--- src/include/can_cfg_pkg.sv ---
// Constants for the CAN bit timing and acceptance filter configuration block.
// Assumes a 16-bit register port with word indices as addresses.
package can_cfg_pkg;
  // Register word indices
  localparam logic [4:0] ADDR_TIMING   = 5'h00;
  localparam logic [4:0] ADDR_BP_4_7   = 5'h01;
  localparam logic [4:0] ADDR_BP_8_11  = 5'h02;
  localparam logic [4:0] ADDR_STATUS   = 5'h03;
  localparam logic [4:0] ADDR_FILT_0   = 5'h10;
  // Timing register fields
  localparam int WAKE_BIT     = 14;
  localparam int PH2_MSB      = 10;
  localparam int PH2_LSB      = 8;
  localparam int PH2_SEL_BIT  = 7;
  localparam int SAMPLE_BIT   = 6;
  localparam int PH1_MSB      = 5;
  localparam int PH1_LSB      = 3;
  localparam int PROP_MSB     = 2;
  localparam int PROP_LSB     = 0;
  localparam logic [15:0] TIMING_WMASK = 16'h47ff;
  // Filter identifier fields
  localparam int STD_MSB      = 15;
  localparam int STD_LSB      = 5;
  localparam int EXT_SEL_BIT  = 3;
  localparam logic [15:0] FILT_WMASK = 16'hffeb;
  // Reset values and FIFO pointer code
  localparam logic [15:0] BP_RESET   = 16'h0000;
  localparam logic [15:0] UNDEF_INIT = 16'h0000;
  localparam logic [3:0]  BP_FIFO    = 4'hf;
  // Information processing time in quanta
  localparam logic [3:0]  PROC_QUANTA = 4'h2;
  // Line filter length in clocks
  localparam logic [3:0]  LINE_FILT_LEN = 4'h8;
endpackage

--- src/rtl/can_line_filter.sv ---
// Glitch filter on the synchronised CAN receive line.
// Assumes the input already passed a two-flop synchroniser.
`timescale 1ns/1ps
`default_nettype none
module can_line_filter
(
  // Clock and reset
  input  wire logic       clk,
  input  wire logic       arst_n,
  // Line
  input  wire logic       line_in,
  input  wire logic [3:0] filt_len,
  output logic            line_out
);
  import can_cfg_pkg::*;

  typedef struct packed
  {
    logic [3:0] cnt;
    logic       level;
  } filt_state_t;

  filt_state_t state;
  filt_state_t next_state;

  // Accept a new level only after it holds filt_len plus one clocks
  always_comb
  begin
    next_state = state;
    if (line_in == state.level)
      next_state.cnt = 4'h0;
    else if (state.cnt >= filt_len)
    begin
      next_state.level = line_in;
      next_state.cnt   = 4'h0;
    end
    else
      next_state.cnt = state.cnt + 4'h1;
  end

  // State register, recessive after reset
  always_ff @(posedge clk or negedge arst_n)
  begin
    if (!arst_n)
      state <= '{cnt: 4'h0, level: 1'b1};
    else
      state <= next_state;
  end

  assign line_out = state.level;
endmodule // can_line_filter
`default_nettype wire

--- src/rtl/can_cfg_core.sv ---
// CAN bit timing, wake-up, buffer pointer and acceptance filter logic.
// Assumes a synchronous register port and a quantum tick from elsewhere.
//
// The register addresses and the plain strobed port were decided locally.
`timescale 1ns/1ps
`default_nettype none
module can_cfg_core
#(
  parameter int NUM_FILTERS = 16
)
(
  // Clock and reset
  input  wire logic        clk,
  input  wire logic        arst_n,
  // Register port
  input  wire logic [4:0]  reg_addr,
  input  wire logic [15:0] reg_wdata,
  input  wire logic        reg_wr,
  input  wire logic        reg_rd,
  output logic [15:0]      reg_rdata,
  // Bus line and time quantum tick
  input  wire logic        can_rx,
  input  wire logic        tq_tick,
  input  wire logic        bus_sleep,
  output logic             wake_detect,
  output logic             sampled_bit,
  output logic             sample_strobe,
  // Received identifier to match
  input  wire logic        match_req,
  input  wire logic [10:0] rx_std_id,
  input  wire logic [1:0]  rx_ext_hi,
  input  wire logic        rx_is_ext,
  input  wire logic [10:0] mask_std,
  input  wire logic [1:0]  mask_ext_hi,
  input  wire logic        mask_frame_type_enable,
  output logic             match_valid,
  output logic [15:0]      match_hits,
  output logic [3:0]       match_filter,
  output logic             match_found,
  output logic [3:0]       match_dest,
  output logic             match_to_fifo
);
  import can_cfg_pkg::*;

  // Bit segments, one-hot
  typedef enum logic [3:0]
  {
    SEG_SYNC  = 4'b0001,
    SEG_PROP  = 4'b0010,
    SEG_PH1   = 4'b0100,
    SEG_PH2   = 4'b1000
  } seg_t;

  // All registered state of the block
  typedef struct packed
  {
    logic [15:0]     timing;
    logic [15:0]     bp_4_7;
    logic [15:0]     bp_8_11;
    logic [15:0][15:0] filt;
    logic [15:0]     rdata;
    logic [1:0]      rx_sync;
    logic [2:0]      samples;
    seg_t            seg;
    logic [3:0]      seg_cnt;
    logic            bit_val;
    logic            strobe;
    logic            wake;
    logic            m_valid;
    logic [15:0]     m_hits;
    logic [3:0]      m_filt;
    logic            m_found;
    logic [3:0]      m_dest;
    logic            m_fifo;
  } core_state_t;

  core_state_t state;
  core_state_t next_state;
  logic        rx_line;
  logic        rx_filtered;
  logic        wake_line;
  logic [3:0]  prop_q;
  logic [3:0]  ph1_q;
  logic [3:0]  ph2_q;
  logic [15:0] hits;
  logic [3:0]  first_hit;
  logic        any_hit;
  logic [3:0]  dest;
  logic [3:0]  filt_dest [16];
  logic        filt_sel;
  logic [15:0] status;

  // Synchronised bus line
  // Only the second flop feeds logic, against metastability
  assign rx_line = state.rx_sync[1];

  // Line glitch filter used on the wake path
  // With the wake filter bit set, a glitch shorter than the filter length never wakes the node
  can_line_filter u_line_filter
  (
    .clk      (clk),
    .arst_n   (arst_n),
    .line_in  (rx_line),
    .filt_len (LINE_FILT_LEN),
    .line_out (rx_filtered)
  );

  // Wake path selects filtered or raw line
  assign wake_line = state.timing[WAKE_BIT] ? rx_filtered : rx_line;

  // Segment lengths in quanta
  // Four bits hold 8 quanta, so field plus one never wraps
  assign prop_q = {1'b0, state.timing[PROP_MSB:PROP_LSB]} + 4'h1;
  assign ph1_q  = {1'b0, state.timing[PH1_MSB:PH1_LSB]} + 4'h1;
  // Derived phase 2 never shorter than the processing time after sampling; a programmed phase 2 can be one quantum
  always_comb
  begin
    if (state.timing[PH2_SEL_BIT])
      ph2_q = {1'b0, state.timing[PH2_MSB:PH2_LSB]} + 4'h1;
    else
      ph2_q = (ph1_q > PROC_QUANTA) ? ph1_q : PROC_QUANTA;
  end

  // Per-filter compare against the received identifier
  // A mask bit of one makes that identifier bit take part
  genvar gi;
  generate
    for (gi = 0; gi < 16; gi++)
    begin : g_filt
      logic std_ok;
      logic ext_ok;
      logic typ_ok;
      assign std_ok = ((rx_std_id ^ state.filt[gi][STD_MSB:STD_LSB]) & mask_std)
                      == 11'h000;
      assign ext_ok = ((rx_ext_hi ^ state.filt[gi][1:0]) & mask_ext_hi)
                      == 2'b00;
      assign typ_ok = !mask_frame_type_enable
                      || (state.filt[gi][EXT_SEL_BIT] == rx_is_ext);
      assign hits[gi] = (gi < NUM_FILTERS) && std_ok && typ_ok
                        && (!rx_is_ext || ext_ok);
    end
  endgenerate

  // Lowest numbered hit wins
  // Counting down leaves the lowest hit as the last one written
  always_comb
  begin
    first_hit = 4'h0;
    any_hit   = 1'b0;
    for (int i = 15; i >= 0; i--)
    begin
      if (hits[i])
      begin
        first_hit = i[3:0];
        any_hit   = 1'b1;
      end
    end
  end

  // Pointer nibble per filter; filters without a pointer go to the FIFO
  genvar gp;
  generate
    for (gp = 0; gp < 16; gp++)
    begin : g_dest
      if (gp >= 4 && gp < 8)
      begin : g_low
        assign filt_dest[gp] = state.bp_4_7[4 * (gp - 4) +: 4];
      end
      else if (gp >= 8 && gp < 12)
      begin : g_high
        assign filt_dest[gp] = state.bp_8_11[4 * (gp - 8) +: 4];
      end
      else
      begin : g_none
        assign filt_dest[gp] = BP_FIFO;
      end
    end
  endgenerate

  // Destination of the winning filter
  assign dest = filt_dest[first_hit];

  // Filter window, limited to the filters built
  assign filt_sel = reg_addr[4] && (int'(reg_addr[3:0]) < NUM_FILTERS);

  // Status word shows live segment, last sample and wake
  // Status is read only; writes to its index are dropped
  assign status = {8'h00, state.seg, 1'b0, state.wake, state.bit_val, rx_line};

  // Next state of all registers
  always_comb
  begin
    next_state         = state;
    next_state.rx_sync = {state.rx_sync[0], can_rx};
    // Pulses drop each cycle unless raised below
    next_state.strobe  = 1'b0;
    next_state.m_valid = 1'b0;
    next_state.wake    = bus_sleep && !wake_line;

    // Register writes
    if (reg_wr)
    begin
      case (reg_addr)
        ADDR_TIMING:  next_state.timing  = reg_wdata & TIMING_WMASK;
        ADDR_BP_4_7:  next_state.bp_4_7  = reg_wdata;
        ADDR_BP_8_11: next_state.bp_8_11 = reg_wdata;
        default:
        begin
          if (filt_sel)
            next_state.filt[reg_addr[3:0]] = reg_wdata & FILT_WMASK;
        end
      endcase
    end

    // Register reads, data one cycle later
    next_state.rdata = 16'h0000;
    if (reg_rd)
    begin
      case (reg_addr)
        ADDR_TIMING:  next_state.rdata = state.timing;
        ADDR_BP_4_7:  next_state.rdata = state.bp_4_7;
        ADDR_BP_8_11: next_state.rdata = state.bp_8_11;
        ADDR_STATUS:  next_state.rdata = status;
        default:
        begin
          if (filt_sel)
            next_state.rdata = state.filt[reg_addr[3:0]];
        end
      endcase
    end

    // Bit timing walk, one step per quantum
    if (tq_tick)
    begin
      next_state.seg_cnt = state.seg_cnt + 4'h1;
      case (state.seg)
        SEG_SYNC:
        begin
          next_state.seg     = SEG_PROP;
          next_state.seg_cnt = 4'h1;
        end
        SEG_PROP:
        begin
          if (state.seg_cnt >= prop_q)
          begin
            next_state.seg     = SEG_PH1;
            next_state.seg_cnt = 4'h1;
          end
        end
        SEG_PH1:
        begin
          // Collect samples in the last quanta of phase 1
          // A phase 1 under three quanta reuses samples of the bit before
          next_state.samples = {state.samples[1:0], rx_line};
          if (state.seg_cnt >= ph1_q)
          begin
            next_state.seg     = SEG_PH2;
            next_state.seg_cnt = 4'h1;
            next_state.strobe  = 1'b1;
            if (state.timing[SAMPLE_BIT])
              next_state.bit_val = (state.samples[1] & state.samples[0])
                                   | (state.samples[1] & rx_line)
                                   | (state.samples[0] & rx_line);
            else
              next_state.bit_val = rx_line;
          end
        end
        SEG_PH2:
        begin
          if (state.seg_cnt >= ph2_q)
          begin
            next_state.seg     = SEG_SYNC;
            next_state.seg_cnt = 4'h0;
          end
        end
        default:
        begin
          next_state.seg     = SEG_SYNC;
          next_state.seg_cnt = 4'h0;
        end
      endcase
    end

    // Filter match result
    if (match_req)
    begin
      next_state.m_valid = 1'b1;
      next_state.m_hits  = hits;
      next_state.m_filt  = first_hit;
      next_state.m_found = any_hit;
      next_state.m_dest  = dest;
      next_state.m_fifo  = any_hit && (dest == BP_FIFO);
    end
  end

  // Timing and identifiers have no defined reset meaning
  // Line path starts recessive so no false bit follows reset
  always_ff @(posedge clk or negedge arst_n)
  begin
    if (!arst_n)
    begin
      state         <= '0;
      state.timing  <= UNDEF_INIT;
      state.bp_4_7  <= BP_RESET;
      state.bp_8_11 <= BP_RESET;
      state.rx_sync <= 2'b11;
      state.samples <= 3'b111;
      state.bit_val <= 1'b1;
      state.seg     <= SEG_SYNC;
    end
    else
      state <= next_state;
  end

  // Outputs from flip-flops
  // Read data is zero outside its one-cycle slot
  assign reg_rdata     = state.rdata;
  assign wake_detect   = state.wake;
  assign sampled_bit   = state.bit_val;
  assign sample_strobe = state.strobe;
  assign match_valid   = state.m_valid;
  assign match_hits    = state.m_hits;
  assign match_filter  = state.m_filt;
  assign match_found   = state.m_found;
  assign match_dest    = state.m_dest;
  assign match_to_fifo = state.m_fifo;
endmodule // can_cfg_core
`default_nettype wire

--- config.mk ---
export PLATFORM = sky130hd
export DESIGN_NAME = can_cfg_core
export DESIGN_NICKNAME = d
export VERILOG_FILES = /design/src/include/can_cfg_pkg.sv /design/src/rtl/can_line_filter.sv /design/src/rtl/can_cfg_core.sv
export SDC_FILE = /design/constraint.sdc
export NUM_CORES = 1
export LEC_CHECK = 0
export BUFFER_PORTS_ARGS = -buffer_cell sky130_fd_sc_hd__buf_2
export CORE_MARGIN = 1
export CORE_UTILIZATION = 55
export CTS_BUF_LIST = sky130_fd_sc_hd__clkbuf_8 sky130_fd_sc_hd__clkbuf_16
export CTS_CLUSTER_SIZE = 16
export DETAILED_ROUTE_END_ITERATION = 8
export PLACE_DENSITY = 0.82
export SLEW_MARGIN = 40
export SYNTH_ARGS = -nofsm -noshare
export SYNTH_HDL_FRONTEND = slang
export SYNTH_SLANG_ARGS = --single-unit
--- constraint.sdc ---
create_clock -name clk -period 2.9 [get_ports clk]
set_input_delay 0.145 -clock clk [delete_from_list [all_inputs] [get_ports clk]]
set_output_delay 0.145 -clock clk [all_outputs]
set_load 0.02 [all_outputs]
==> impl_metrics.yaml, run 1 <==
worst_setup_path:
  rr_endpoint: "match_to_fifo"
  cp.required_ns: 3.34
  crit_chain: "xor2_1, a22oi_2, nand4_1, or4_4, a211oi_4, o31ai_4, buf_4, a21oi_4, o311ai_1, or4_4, o41ai_2"
  cp.arrival_ns: 3.74
  criticalPathCategory: "reg2reg"
  reg2reg_depth: 11
  start_kind: "flip-flop"
  critical_path.max_stage_delay_ns: 0.49
  r2r_slack_ns: -0.40
  cp_top_family: "compound AO/OA/AOI/OAI gates"
  timing.rr.start: "state[284]"
  cp_slowest_cell: "or4_4"
  path_buf_inv: 1
  critPathMaxFanout: 5
  endpoint_kind: "flip-flop"
  crit_top_cell: "or4_4"
power_and_ir_drop:
  ir_drop_v: 0.000502
  powerDensity_nw_per_um2: 706
  power.leakage_nw: 11.1
  totalPowerFinal_mw: 16.5
sta:
  relSlewSlack_pct: 47.4
  fin_crit_sh_pct: 114
  max_freq_ghz: 0.303
  finalClockSkew_ns: 0.0233
  maxSlewViolCount: 0
  post-route-min-period_ns: 3.30
  grt_setup_unrepaired: "true"
  worstMarginPinSlew_ns: 0.782
  hold_viol: 0
  finalWorstSetupSlack_ns: -0.402
  setup_viol: 5
  hold_ws_ns: 0.0219
floorplan:
  start_util_pct: 55.7
  floorplan.die.width_um: 189
  die_area_um2: 35600
  core.rowCount: 68
  ioPinCount: 103
  fp.coreArea_um2: 34500
  die_y_um: 189
final_layout:
  diodes: 0
  fin_nets: 1911
  multiInputGateArea_um2: 10200
  drive_gt1_share_pct: 47.5
  final_common_cell: "dfrtp_1"
  fill_cells: 2471
  ff_latch_area_um2: 8290
  final_cell_mix: "dfrtp_1 (323), mux2_2 (289), buf_4 (284)"
  final_util_pct: 67.9
  fin_area_um2: 23400
  layout-area-overhead-vs-synth_pct: 22.1
placement:
  gp_congestion: 1.10
  hpwl_mm: 48.1
  placed_area_um2: 21700
  post-place-ws_ns: -0.518
  portBuffers: 102
yosys:
  synthCells: 1562
  postSynthAreaPerCell_um2: 12.3
  syn_nets: 1638
  synthArstFlopShare_pct: 100
  synth_edf_count: 0
  yosys_warnings: 0
  ys.flop_type: "dfrtp_1"
  synth_cell_types: 58
  synth-seq-cells: 331
  netlist_area_um2: 19200
  ys_seq_area_share_pct: 43.2
hold_path:
  min_path_type: "in2reg"
  min_path_cells: 2
  worstHoldEndpoint: "reg_rdata[1]"
  hold_start: "reg_rd"
clock_network:
  clk_path_buf_depth: 3
  root_buffer: "clkbuf_16"
  cts_tree: "built"
  numCtsBuffers: 38
  h-tree-depth: 2
  clock_sinks: 331
  clk_latency_ns: 0.56
  clkTransAtPathRegs_ns: 0.06
global_route:
  grt_pass1_wl_mm: 97.9
  grt_remaining_overflow: 0
  grt_pass1_vias: 15300
  grt_max_degree: 85
  antenna_found_initial: 2
  track_usage_pct: 37.5
run_status:
  status: "finished, violations left"
  failed_checks: "negative setup slack"
routing:
  drcViolationCount: 0
  drt_pass1_iterations: 5
  wl_per_cell_um: 28.4
  drtIter0Drc: 1545
  via_count: 15000
  ant_nets: 0
  viasPerCell: 6.48
  routed_wl_mm: 65.7
run:
  cap_viol_max_count: 0
## synth_stat cells, types with 2 or more instances
library cell | count | area share, %
mux2i_1 | 11 | 0.57
a211oi_1 | 9 | 0.35
a2111oi_0 | 4 | 0.18
inv_1 | 21 | 0.41
a22o_1 | 5 | 0.23
nor3_1 | 12 | 0.31
dfrtp_1 | 324 | 42
mux2_2 | 289 | 17
nor4_1 | 7 | 0.23
nand4_1 | 20 | 0.65
nand2b_1 | 14 | 0.46
nor2b_1 | 20 | 0.65
buf_4 | 46 | 1.8
a22oi_2 | 3 | 0.20
a21o_1 | 7 | 0.27
a311oi_1 | 2 | 0.091
buf_1 | 20 | 0.39
and2_1 | 8 | 0.26
nor2_1 | 53 | 1.0
buf_6 | 8 | 0.47
buf_2 | 24 | 0.63
clkbuf_1 | 75 | 1.5
ha_1 | 19 | 1.2
a22oi_1 | 121 | 4.7
or4_1 | 5 | 0.20
xnor2_1 | 3 | 0.14
dfstp_2 | 7 | 0.96
nand3_1 | 25 | 0.65
nand2_1 | 24 | 0.47
mux4_2 | 75 | 8.8
a21oi_1 | 17 | 0.44
o22ai_1 | 9 | 0.29
xor2_1 | 227 | 10
o21ai_0 | 24 | 0.63
## metal layers
| layer | global-route usage (%) | share of wire, % | up-vias |
|---|---|---|---|
| met4 | 23.4 | 6.9 | 4 |
| li1 | - | - | 6197 |
| met5 | 0 | 0.041 | - |
| met2 | 59.0 | 46 | 956 |
| met3 | 7.34 | 8.7 | 261 |
| met1 | 47.7 | 38 | 7580 |
## stage by stage
step                std cells  setup TNS [ns]
finish                   2316          -0.974
global route             2316           -1.25
CTS                      2310          -0.433
detailed placement       2233           -1.59
global placement         2233           -1.69
floorplan                1562               0
## state kept, by name (all words and copies together), names as in the netlist
register / cells
u_line_filter.state: 4
match_valid: 1
wake_detect: 1
next_state: 1
match_filter: 4
reg_rdata: 16
rx_line: 1
sampled_bit: 1
match_to_fifo: 1
filt_dest: 32
match_hits: 16
u_line_filter.line_out: 1
sample_strobe: 1
match_dest: 4
match_found: 1
state: 246
## where the power goes
group | internal (mW) | total [mW] | switching [mW]
sequential | 5.50 | 6.34 | 0.838
clock | 3.03 | 5.03 | 2.00
combinational | 2.60 | 5.15 | 2.55
## how the worst max path moves through the flow
stage,startpoint,to,depth (start not counted)
final,state[284],match_to_fifo,11
after global routing,state[293],match_to_fifo,11
after CTS,state[284],match_to_fifo,11
after detailed placement,state[291],match_to_fifo,11
after global placement,rx_is_ext,match_to_fifo,14
after floorplan,state[286],match_to_fifo,10
## layout make-up
class                   count  share of cell area, %
clock inverters            18                  0.844
well taps                 455                   2.43
flip-flops and latches    331                   35.4
clock buffers              48                   4.70
multi-input cells        1037                   43.4
inverters                  21                  0.337
repair buffers            406                   12.8
## what timing repair did
action                                  in CTS  in global routing
hold buffers                                 6                  0
gates resized for setup                     38                 17
buffers inserted                             5                  6
pin swaps                                   16                 11
endpoints found under the hold margin       91                  0
endpoints found under the setup margin       7                  9
## cells by family (layout without fill, tap and decap cells)
| logic type | count (synthesis) | count (layout) | synth area share [%] |
|---|---|---|---|
| muxes | 375 | 375 | 26.4 |
| AOI/OAI and AO/OA | 217 | 217 | 8.25 |
| adders and majority gates | 19 | 19 | 1.24 |
| DFF | 331 | 331 | 43.2 |
| xor gates and xnor gates | 230 | 230 | 10.5 |
| buffers and inverters | 194 | 493 | 5.17 |
| and+or+nand+nor | 196 | 196 | 5.25 |
(Power assumes the default switching activity.)
==> run 2: changes to the inputs <==
==> constraint.sdc (replaced) <==
create_clock -name clk -period 2.9 [get_ports clk]
set_input_delay 0.29 -clock clk [delete_from_list [all_inputs] [get_ports clk]]
set_output_delay 0.29 -clock clk [all_outputs]
set_load 0.02 [all_outputs]
==> run 2 against run 1 <==
Against the previous run:
- critical endpoint unchanged
- largest cell class unchanged
- hold slack improved by 0.021 ns
- cell count increased by 1.3%
- the flow still finishes with violations (negative setup slack)
- highest routed layer unchanged
- core utilization increased by 0.65 points
==> impl_metrics.yaml, run 2 (synthesis gave the netlist of run 1 again) <==
final_layout:
  final_util_pct: 68.6
  diodes: 0
  largest_reg_flops: 246
  layout-area-overhead-vs-synth_pct: 23.3
  fill_cells: 2453
  final_cell_mix: "dfrtp_1 (322), buf_4 (314), mux2_2 (289)"
  regMostFlops: "state"
  fin_nets: 1940
  final_common_cell: "dfrtp_1"
  fin_area_um2: 23600
  drive_gt1_share_pct: 48.7
clock_network:
  cts_tree: "built"
  clk_path_buf_depth: 3
  numCtsBuffers: 37
  clock_sinks: 331
  clk_latency_ns: 0.55
  root_buffer: "clkbuf_16"
  h-tree-depth: 2
  clkTransAtPathRegs_ns: 0.07
global_route:
  grt_pass1_wl_mm: 97.9
  grt_max_degree: 80
  track_usage_pct: 37.9
  grt_pass1_vias: 15000
  antenna_found_initial: 2
  grt_remaining_overflow: 0
floorplan:
  floorplan.die.width_um: 189
  die_y_um: 189
  fp.coreArea_um2: 34500
  die_area_um2: 35600
  ioPinCount: 103
  start_util_pct: 55.7
  core.rowCount: 68
worst_setup_path:
  critical_path.max_stage_delay_ns: 0.54
  criticalPathCategory: "reg2reg"
  cp_top_family: "compound AO/OA/AOI/OAI gates"
  path_buf_inv: 2
  crit_chain: "xor2_1, a22oi_1, nand4_1, buf_6, or4_4, a21oi_4, buf_4, nor2_2, a21o_4, a2111oi_1, o22ai_1, o41ai_2"
  cp_slowest_cell: "or4_4"
  startpoint: "state[97]"
  cp.required_ns: 3.34
  cp.arrival_ns: 3.69
  start_kind: "flip-flop"
  timing.rr.start: "state[97]"
  critPathMaxFanout: 5
  endpoint_kind: "flip-flop"
sta:
  maxSlewViolCount: 0
  max_freq_ghz: 0.307
  post-route-min-period_ns: 3.26
  hold_ws_ns: 0.0429
  hold_viol: 0
  worstMarginPinSlew_ns: 0.713
  relSlewSlack_pct: 52.5
  grt_setup_unrepaired: "true"
  finalClockSkew_ns: 0.0174
  setup_viol: 5
  fin_crit_sh_pct: 112
  finalWorstSetupSlack_ns: -0.355
placement:
  placed_area_um2: 22000
  gp_congestion: 1.05
  portBuffers: 102
  hpwl_mm: 49.7
run_status:
  failed_checks: "negative setup slack"
  status: "finished, violations left"
power_and_ir_drop:
  power.leakage_nw: 11.2
  ir_drop_v: 0.000639
  totalPowerFinal_mw: 16.5
  powerDensity_nw_per_um2: 697
hold_path:
  hold_start: "reg_wdata[4]"
  min_path_type: "in2reg"
routing:
  drcViolationCount: 0
  drt_pass1_iterations: 5
  wl_per_cell_um: 28.5
  drtIter0Drc: 1630
  ant_nets: 0
  routed_wl_mm: 66.8
  via_count: 14900
  viasPerCell: 6.34
run:
  cap_viol_max_count: 0
## run 2: cell count changes in the layout (fill, tap and decap cells not counted), moves of 3 or more
cell | before | now
a22oi_1 | 113 | 110
a22oi_2 | 11 | 14
o21ai_0 | 22 | 19
clkbuf_8 | 9 | 5
xor2_1 | 224 | 221
buf_4 | 284 | 314
xor2_2 | 3 | 6
## run 2: path summary, 6_finish.rpt
path | endpoint | slack, ns | depth (start not counted)
worst max-delay path | match_to_fifo | -0.36 | 12
worst min-delay path | filt_dest[24] | 0.04 | 2
worst max register to register | match_to_fifo | -0.36 | 12
worst min register to register | rx_line | 0.36 | 0
max in group asynchronous | state[304] | 1.66 | 3
min in group asynchronous | state[347] | 0.33 | 2
## run 2: worst register-to-register path, stage by stage, from the launching register on
cell,delay (ns)
dfrtp_2,0.46
xor2_1,0.18
a22oi_1,0.23
nand4_1,0.14
buf_6,0.17
or4_4,0.55
a21oi_4,0.18
buf_4,0.13
nor2_2,0.06
a21o_4,0.21
a2111oi_1,0.40
o22ai_1,0.16
o41ai_2,0.28
## run 2: layout make-up
class                   count  area (um2)  share of cell area [%]
inverters                  21        78.8                   0.333
multi-input cells        1037       10200                    43.1
flip-flops and latches    331        8290                    35.1
well taps                 455         569                    2.41
clock inverters            23         205                   0.868
repair buffers            436        3250                    13.8
clock buffers              44        1040                    4.42
## run 2: power breakdown
group	leakage (nW)	internal (mW)	switching, mW
Sequential	4.24	5.50	0.901
Combinational	6.34	2.68	2.55
Clock	0.636	2.85	1.99
Total	11.2	11.0	5.44
## run 2: metrics by stage
stage / std cells / worst slack (ns) / TNS (ns)
final: 2347 / -0.355 / -1.26
after global routing: 2347 / -0.406 / -1.66
after CTS: 2339 / -0.271 / -0.737
after detailed placement: 2262 / -0.605 / -2.44
after global placement: 2262 / -0.526 / -2.11
after floorplan: 1562 / -0.0593 / -0.0593
## run 2: timing repair
action	in CTS	in global routing
gates cloned	0	0
pin swaps	17	10
endpoints found under the setup margin	7	10
hold endpoints to repair	70	0
hold buffers	4	0
gates resized for setup	28	32
buffers inserted	6	8
## run 2: layer usage
layer / vias up / GRT usage, % / part of all wire, %
met4: 2 / 18.6 / 5.3
met5: - / 0 / 0.013
met1: 7620 / 49.8 / 40
met3: 201 / 6.87 / 7.9
li1: 6251 / - / -
met2: 803 / 60.6 / 47
==> run 3: changes to the inputs <==
--- a/config.mk
+++ b/config.mk
@@ -6,6 +6,7 @@
 export NUM_CORES = 1
 export LEC_CHECK = 0
 export BUFFER_PORTS_ARGS = -buffer_cell sky130_fd_sc_hd__buf_2
+export CORE_ASPECT_RATIO = 1.1
 export CORE_MARGIN = 1
 export CORE_UTILIZATION = 55
 export CTS_BUF_LIST = sky130_fd_sc_hd__clkbuf_8 sky130_fd_sc_hd__clkbuf_16
==> run 3 against run 2 <==
Against the previous run:
- global-route usage is 1.3 points lower
- critical path type unchanged
- first-iteration DRC count decreased by 21%
- clock skew grew 0.0048 ns
- combinational power decreased by 1%
- the flow still finishes with violations (negative setup slack)
- largest cell class unchanged
- core utilization is 0.52 points higher
- count of clock-buffer cells in the layout rose by 1
- sequential share of layout area is 0.098 points lower
- via count decreased by 0.69%
- highest routed layer is now met4
- maximum frequency fell by 2.8%
- worst setup slack got worse by 0.095 ns
- largest power group unchanged
- clock power increased by 4.8%
- sequential power is essentially flat
==> impl_metrics.yaml, run 3 (synthesis gave the netlist of run 1 again) <==
floorplan:
  core.rowCount: 71
  start_util_pct: 55.9
  die_y_um: 198
  fp.coreArea_um2: 34300
  floorplan.die.width_um: 180
  ioPinCount: 103
  die_area_um2: 35600
clock_network:
  clkTransAtPathRegs_ns: 0.06
  clk_path_buf_depth: 3
  clock_sinks: 331
  h-tree-depth: 2
  clk_latency_ns: 0.55
  numCtsBuffers: 39
  cts_tree: "built"
  root_buffer: "clkbuf_16"
worst_setup_path:
  cp.required_ns: 3.33
  crit_chain: "xor2_1, a22oi_1, nand4_1, or4_1, a21oi_1, o21a_2, a21o_4, buf_6, a211oi_2, or4_4, o41ai_2"
  reg2reg_depth: 11
  r2r_slack_ns: -0.45
  start_kind: "flip-flop"
  timing.rr.start: "state[179]"
  cp_slowest_cell: "or4_4"
  critPathMaxFanout: 6
  critical_path.max_stage_delay_ns: 0.54
  endpoint_kind: "flip-flop"
  cp.arrival_ns: 3.78
  rr_endpoint: "match_to_fifo"
  criticalPathCategory: "reg2reg"
  startpoint: "state[179]"
sta:
  maxSlewViolCount: 0
  finalClockSkew_ns: 0.0222
  hold_ws_ns: 0.0491
  relSlewSlack_pct: 48.3
  hold_viol: 0
  fin_tns_setup_ns: -0.913
  max_freq_ghz: 0.298
  setup_viol: 5
  fin_crit_sh_pct: 116
  grt_setup_unrepaired: "true"
  finalWorstSetupSlack_ns: -0.451
  post-route-min-period_ns: 3.35
  worstMarginPinSlew_ns: 0.776
power_and_ir_drop:
  powerDensity_nw_per_um2: 700
  power.leakage_nw: 11.3
  totalPowerFinal_mw: 16.6
  ir_drop_v: 0.000531
final_layout:
  regMostFlops: "state"
  layout-area-overhead-vs-synth_pct: 23.6
  fin_nets: 1933
  drive_gt1_share_pct: 48.2
  final_cell_mix: "dfrtp_1 (323), buf_4 (298), mux2_2 (289)"
  final_common_cell: "dfrtp_1"
  largest_reg_flops: 246
placement:
  portBuffers: 102
  hpwl_mm: 48.3
  gp_congestion: 1.04
run_status:
  failed_checks: "negative setup slack"
  status: "finished, violations left"
hold_path:
  min_path_type: "in2reg"
  hold_start: "reg_wdata[4]"
  worstHoldEndpoint: "filt_dest[24]"
  min_path_cells: 2
global_route:
  grt_remaining_overflow: 0
  grt_max_degree: 82
  track_usage_pct: 36.6
  antenna_found_initial: 3
  grt_pass1_vias: 15300
  grt_pass1_wl_mm: 95.9
routing:
  routed_wl_mm: 64.1
  wl_per_cell_um: 27.5
  ant_nets: 0
  drt_pass1_iterations: 5
  drtIter0Drc: 1285
  drcViolationCount: 0
  viasPerCell: 6.35
  via_count: 14800
run:
  cap_viol_max_count: 0
[run 3: worst max-delay path: cells and delay by family, from the launching register on]
family | cells | cell delay, ns
xor+xnor | 1 | 0.14
simple gates | 3 | 1.35
compound gates | 6 | 1.21
buf+inv | 1 | 0.11
flops | 1 | 0.40
[run 3: worst max-delay path by stage]
stage,endpoint,cells after the start
floorplan,match_to_fifo,12
global route,match_to_fifo,10
detailed placement,match_to_fifo,13
finish,match_to_fifo,11
CTS,match_to_fifo,10
global placement,match_to_fifo,12
[run 3: timing repair]
item	4_1_cts	5_1_grt
pin swaps	15	2
hold buffers	3	0
endpoints found under the setup margin	6	8
gates resized for setup	30	22
endpoints found under the hold margin	70	0
gates cloned	0	0
setup buffers	3	1
[run 3: metrics by stage]
| stage | cell area (um2) | worst slack, ns | cells | util, % |
|---|---|---|---|---|
| 2_1_floorplan | 19200 | -0.0593 | 1562 | - |
| 3_3_place_gp | 22100 | -0.494 | 2249 | 64.3 |
| 3_5_place_dp | 22100 | -0.631 | 2249 | 64.3 |
| 4_1_cts | 23600 | -0.356 | 2324 | 68.7 |
| 5_1_grt | 23700 | -0.570 | 2325 | 69.1 |
| 6_report | 23700 | -0.451 | 2327 | 69.1 |
[run 3: metal layers]
| metal | global-route usage [%] | part of all wire (%) | vias to the layer above | wire length [um] |
|---|---|---|---|---|
| met2 | 60.4 | 48 | 741 | 30600 |
| met4 | 23.3 | 7.1 | 0 | 4560 |
| met5 | 0 | 0 | - | 0 |
| met3 | 5.72 | 7.0 | 223 | 4480 |
| met1 | 45.5 | 38 | 7581 | 24500 |
| li1 | - | - | 6229 | - |
[run 3: where the power goes]
group | switching [mW] | internal, mW
combinational | 2.49 | 2.67
sequential | 0.864 | 5.50
clock | 2.04 | 3.03
total | 5.39 | 11.2
[run 3: layout make-up]
type	count	area (um2)
multi-input combinational	1037	10200
sequential	331	8290
timing repair buffer	427	3280
tap	438	548
clock buffer	45	1080
clock inverter	26	243
fill	2395	10600
inverter	21	78.8
antenna	2	5.00
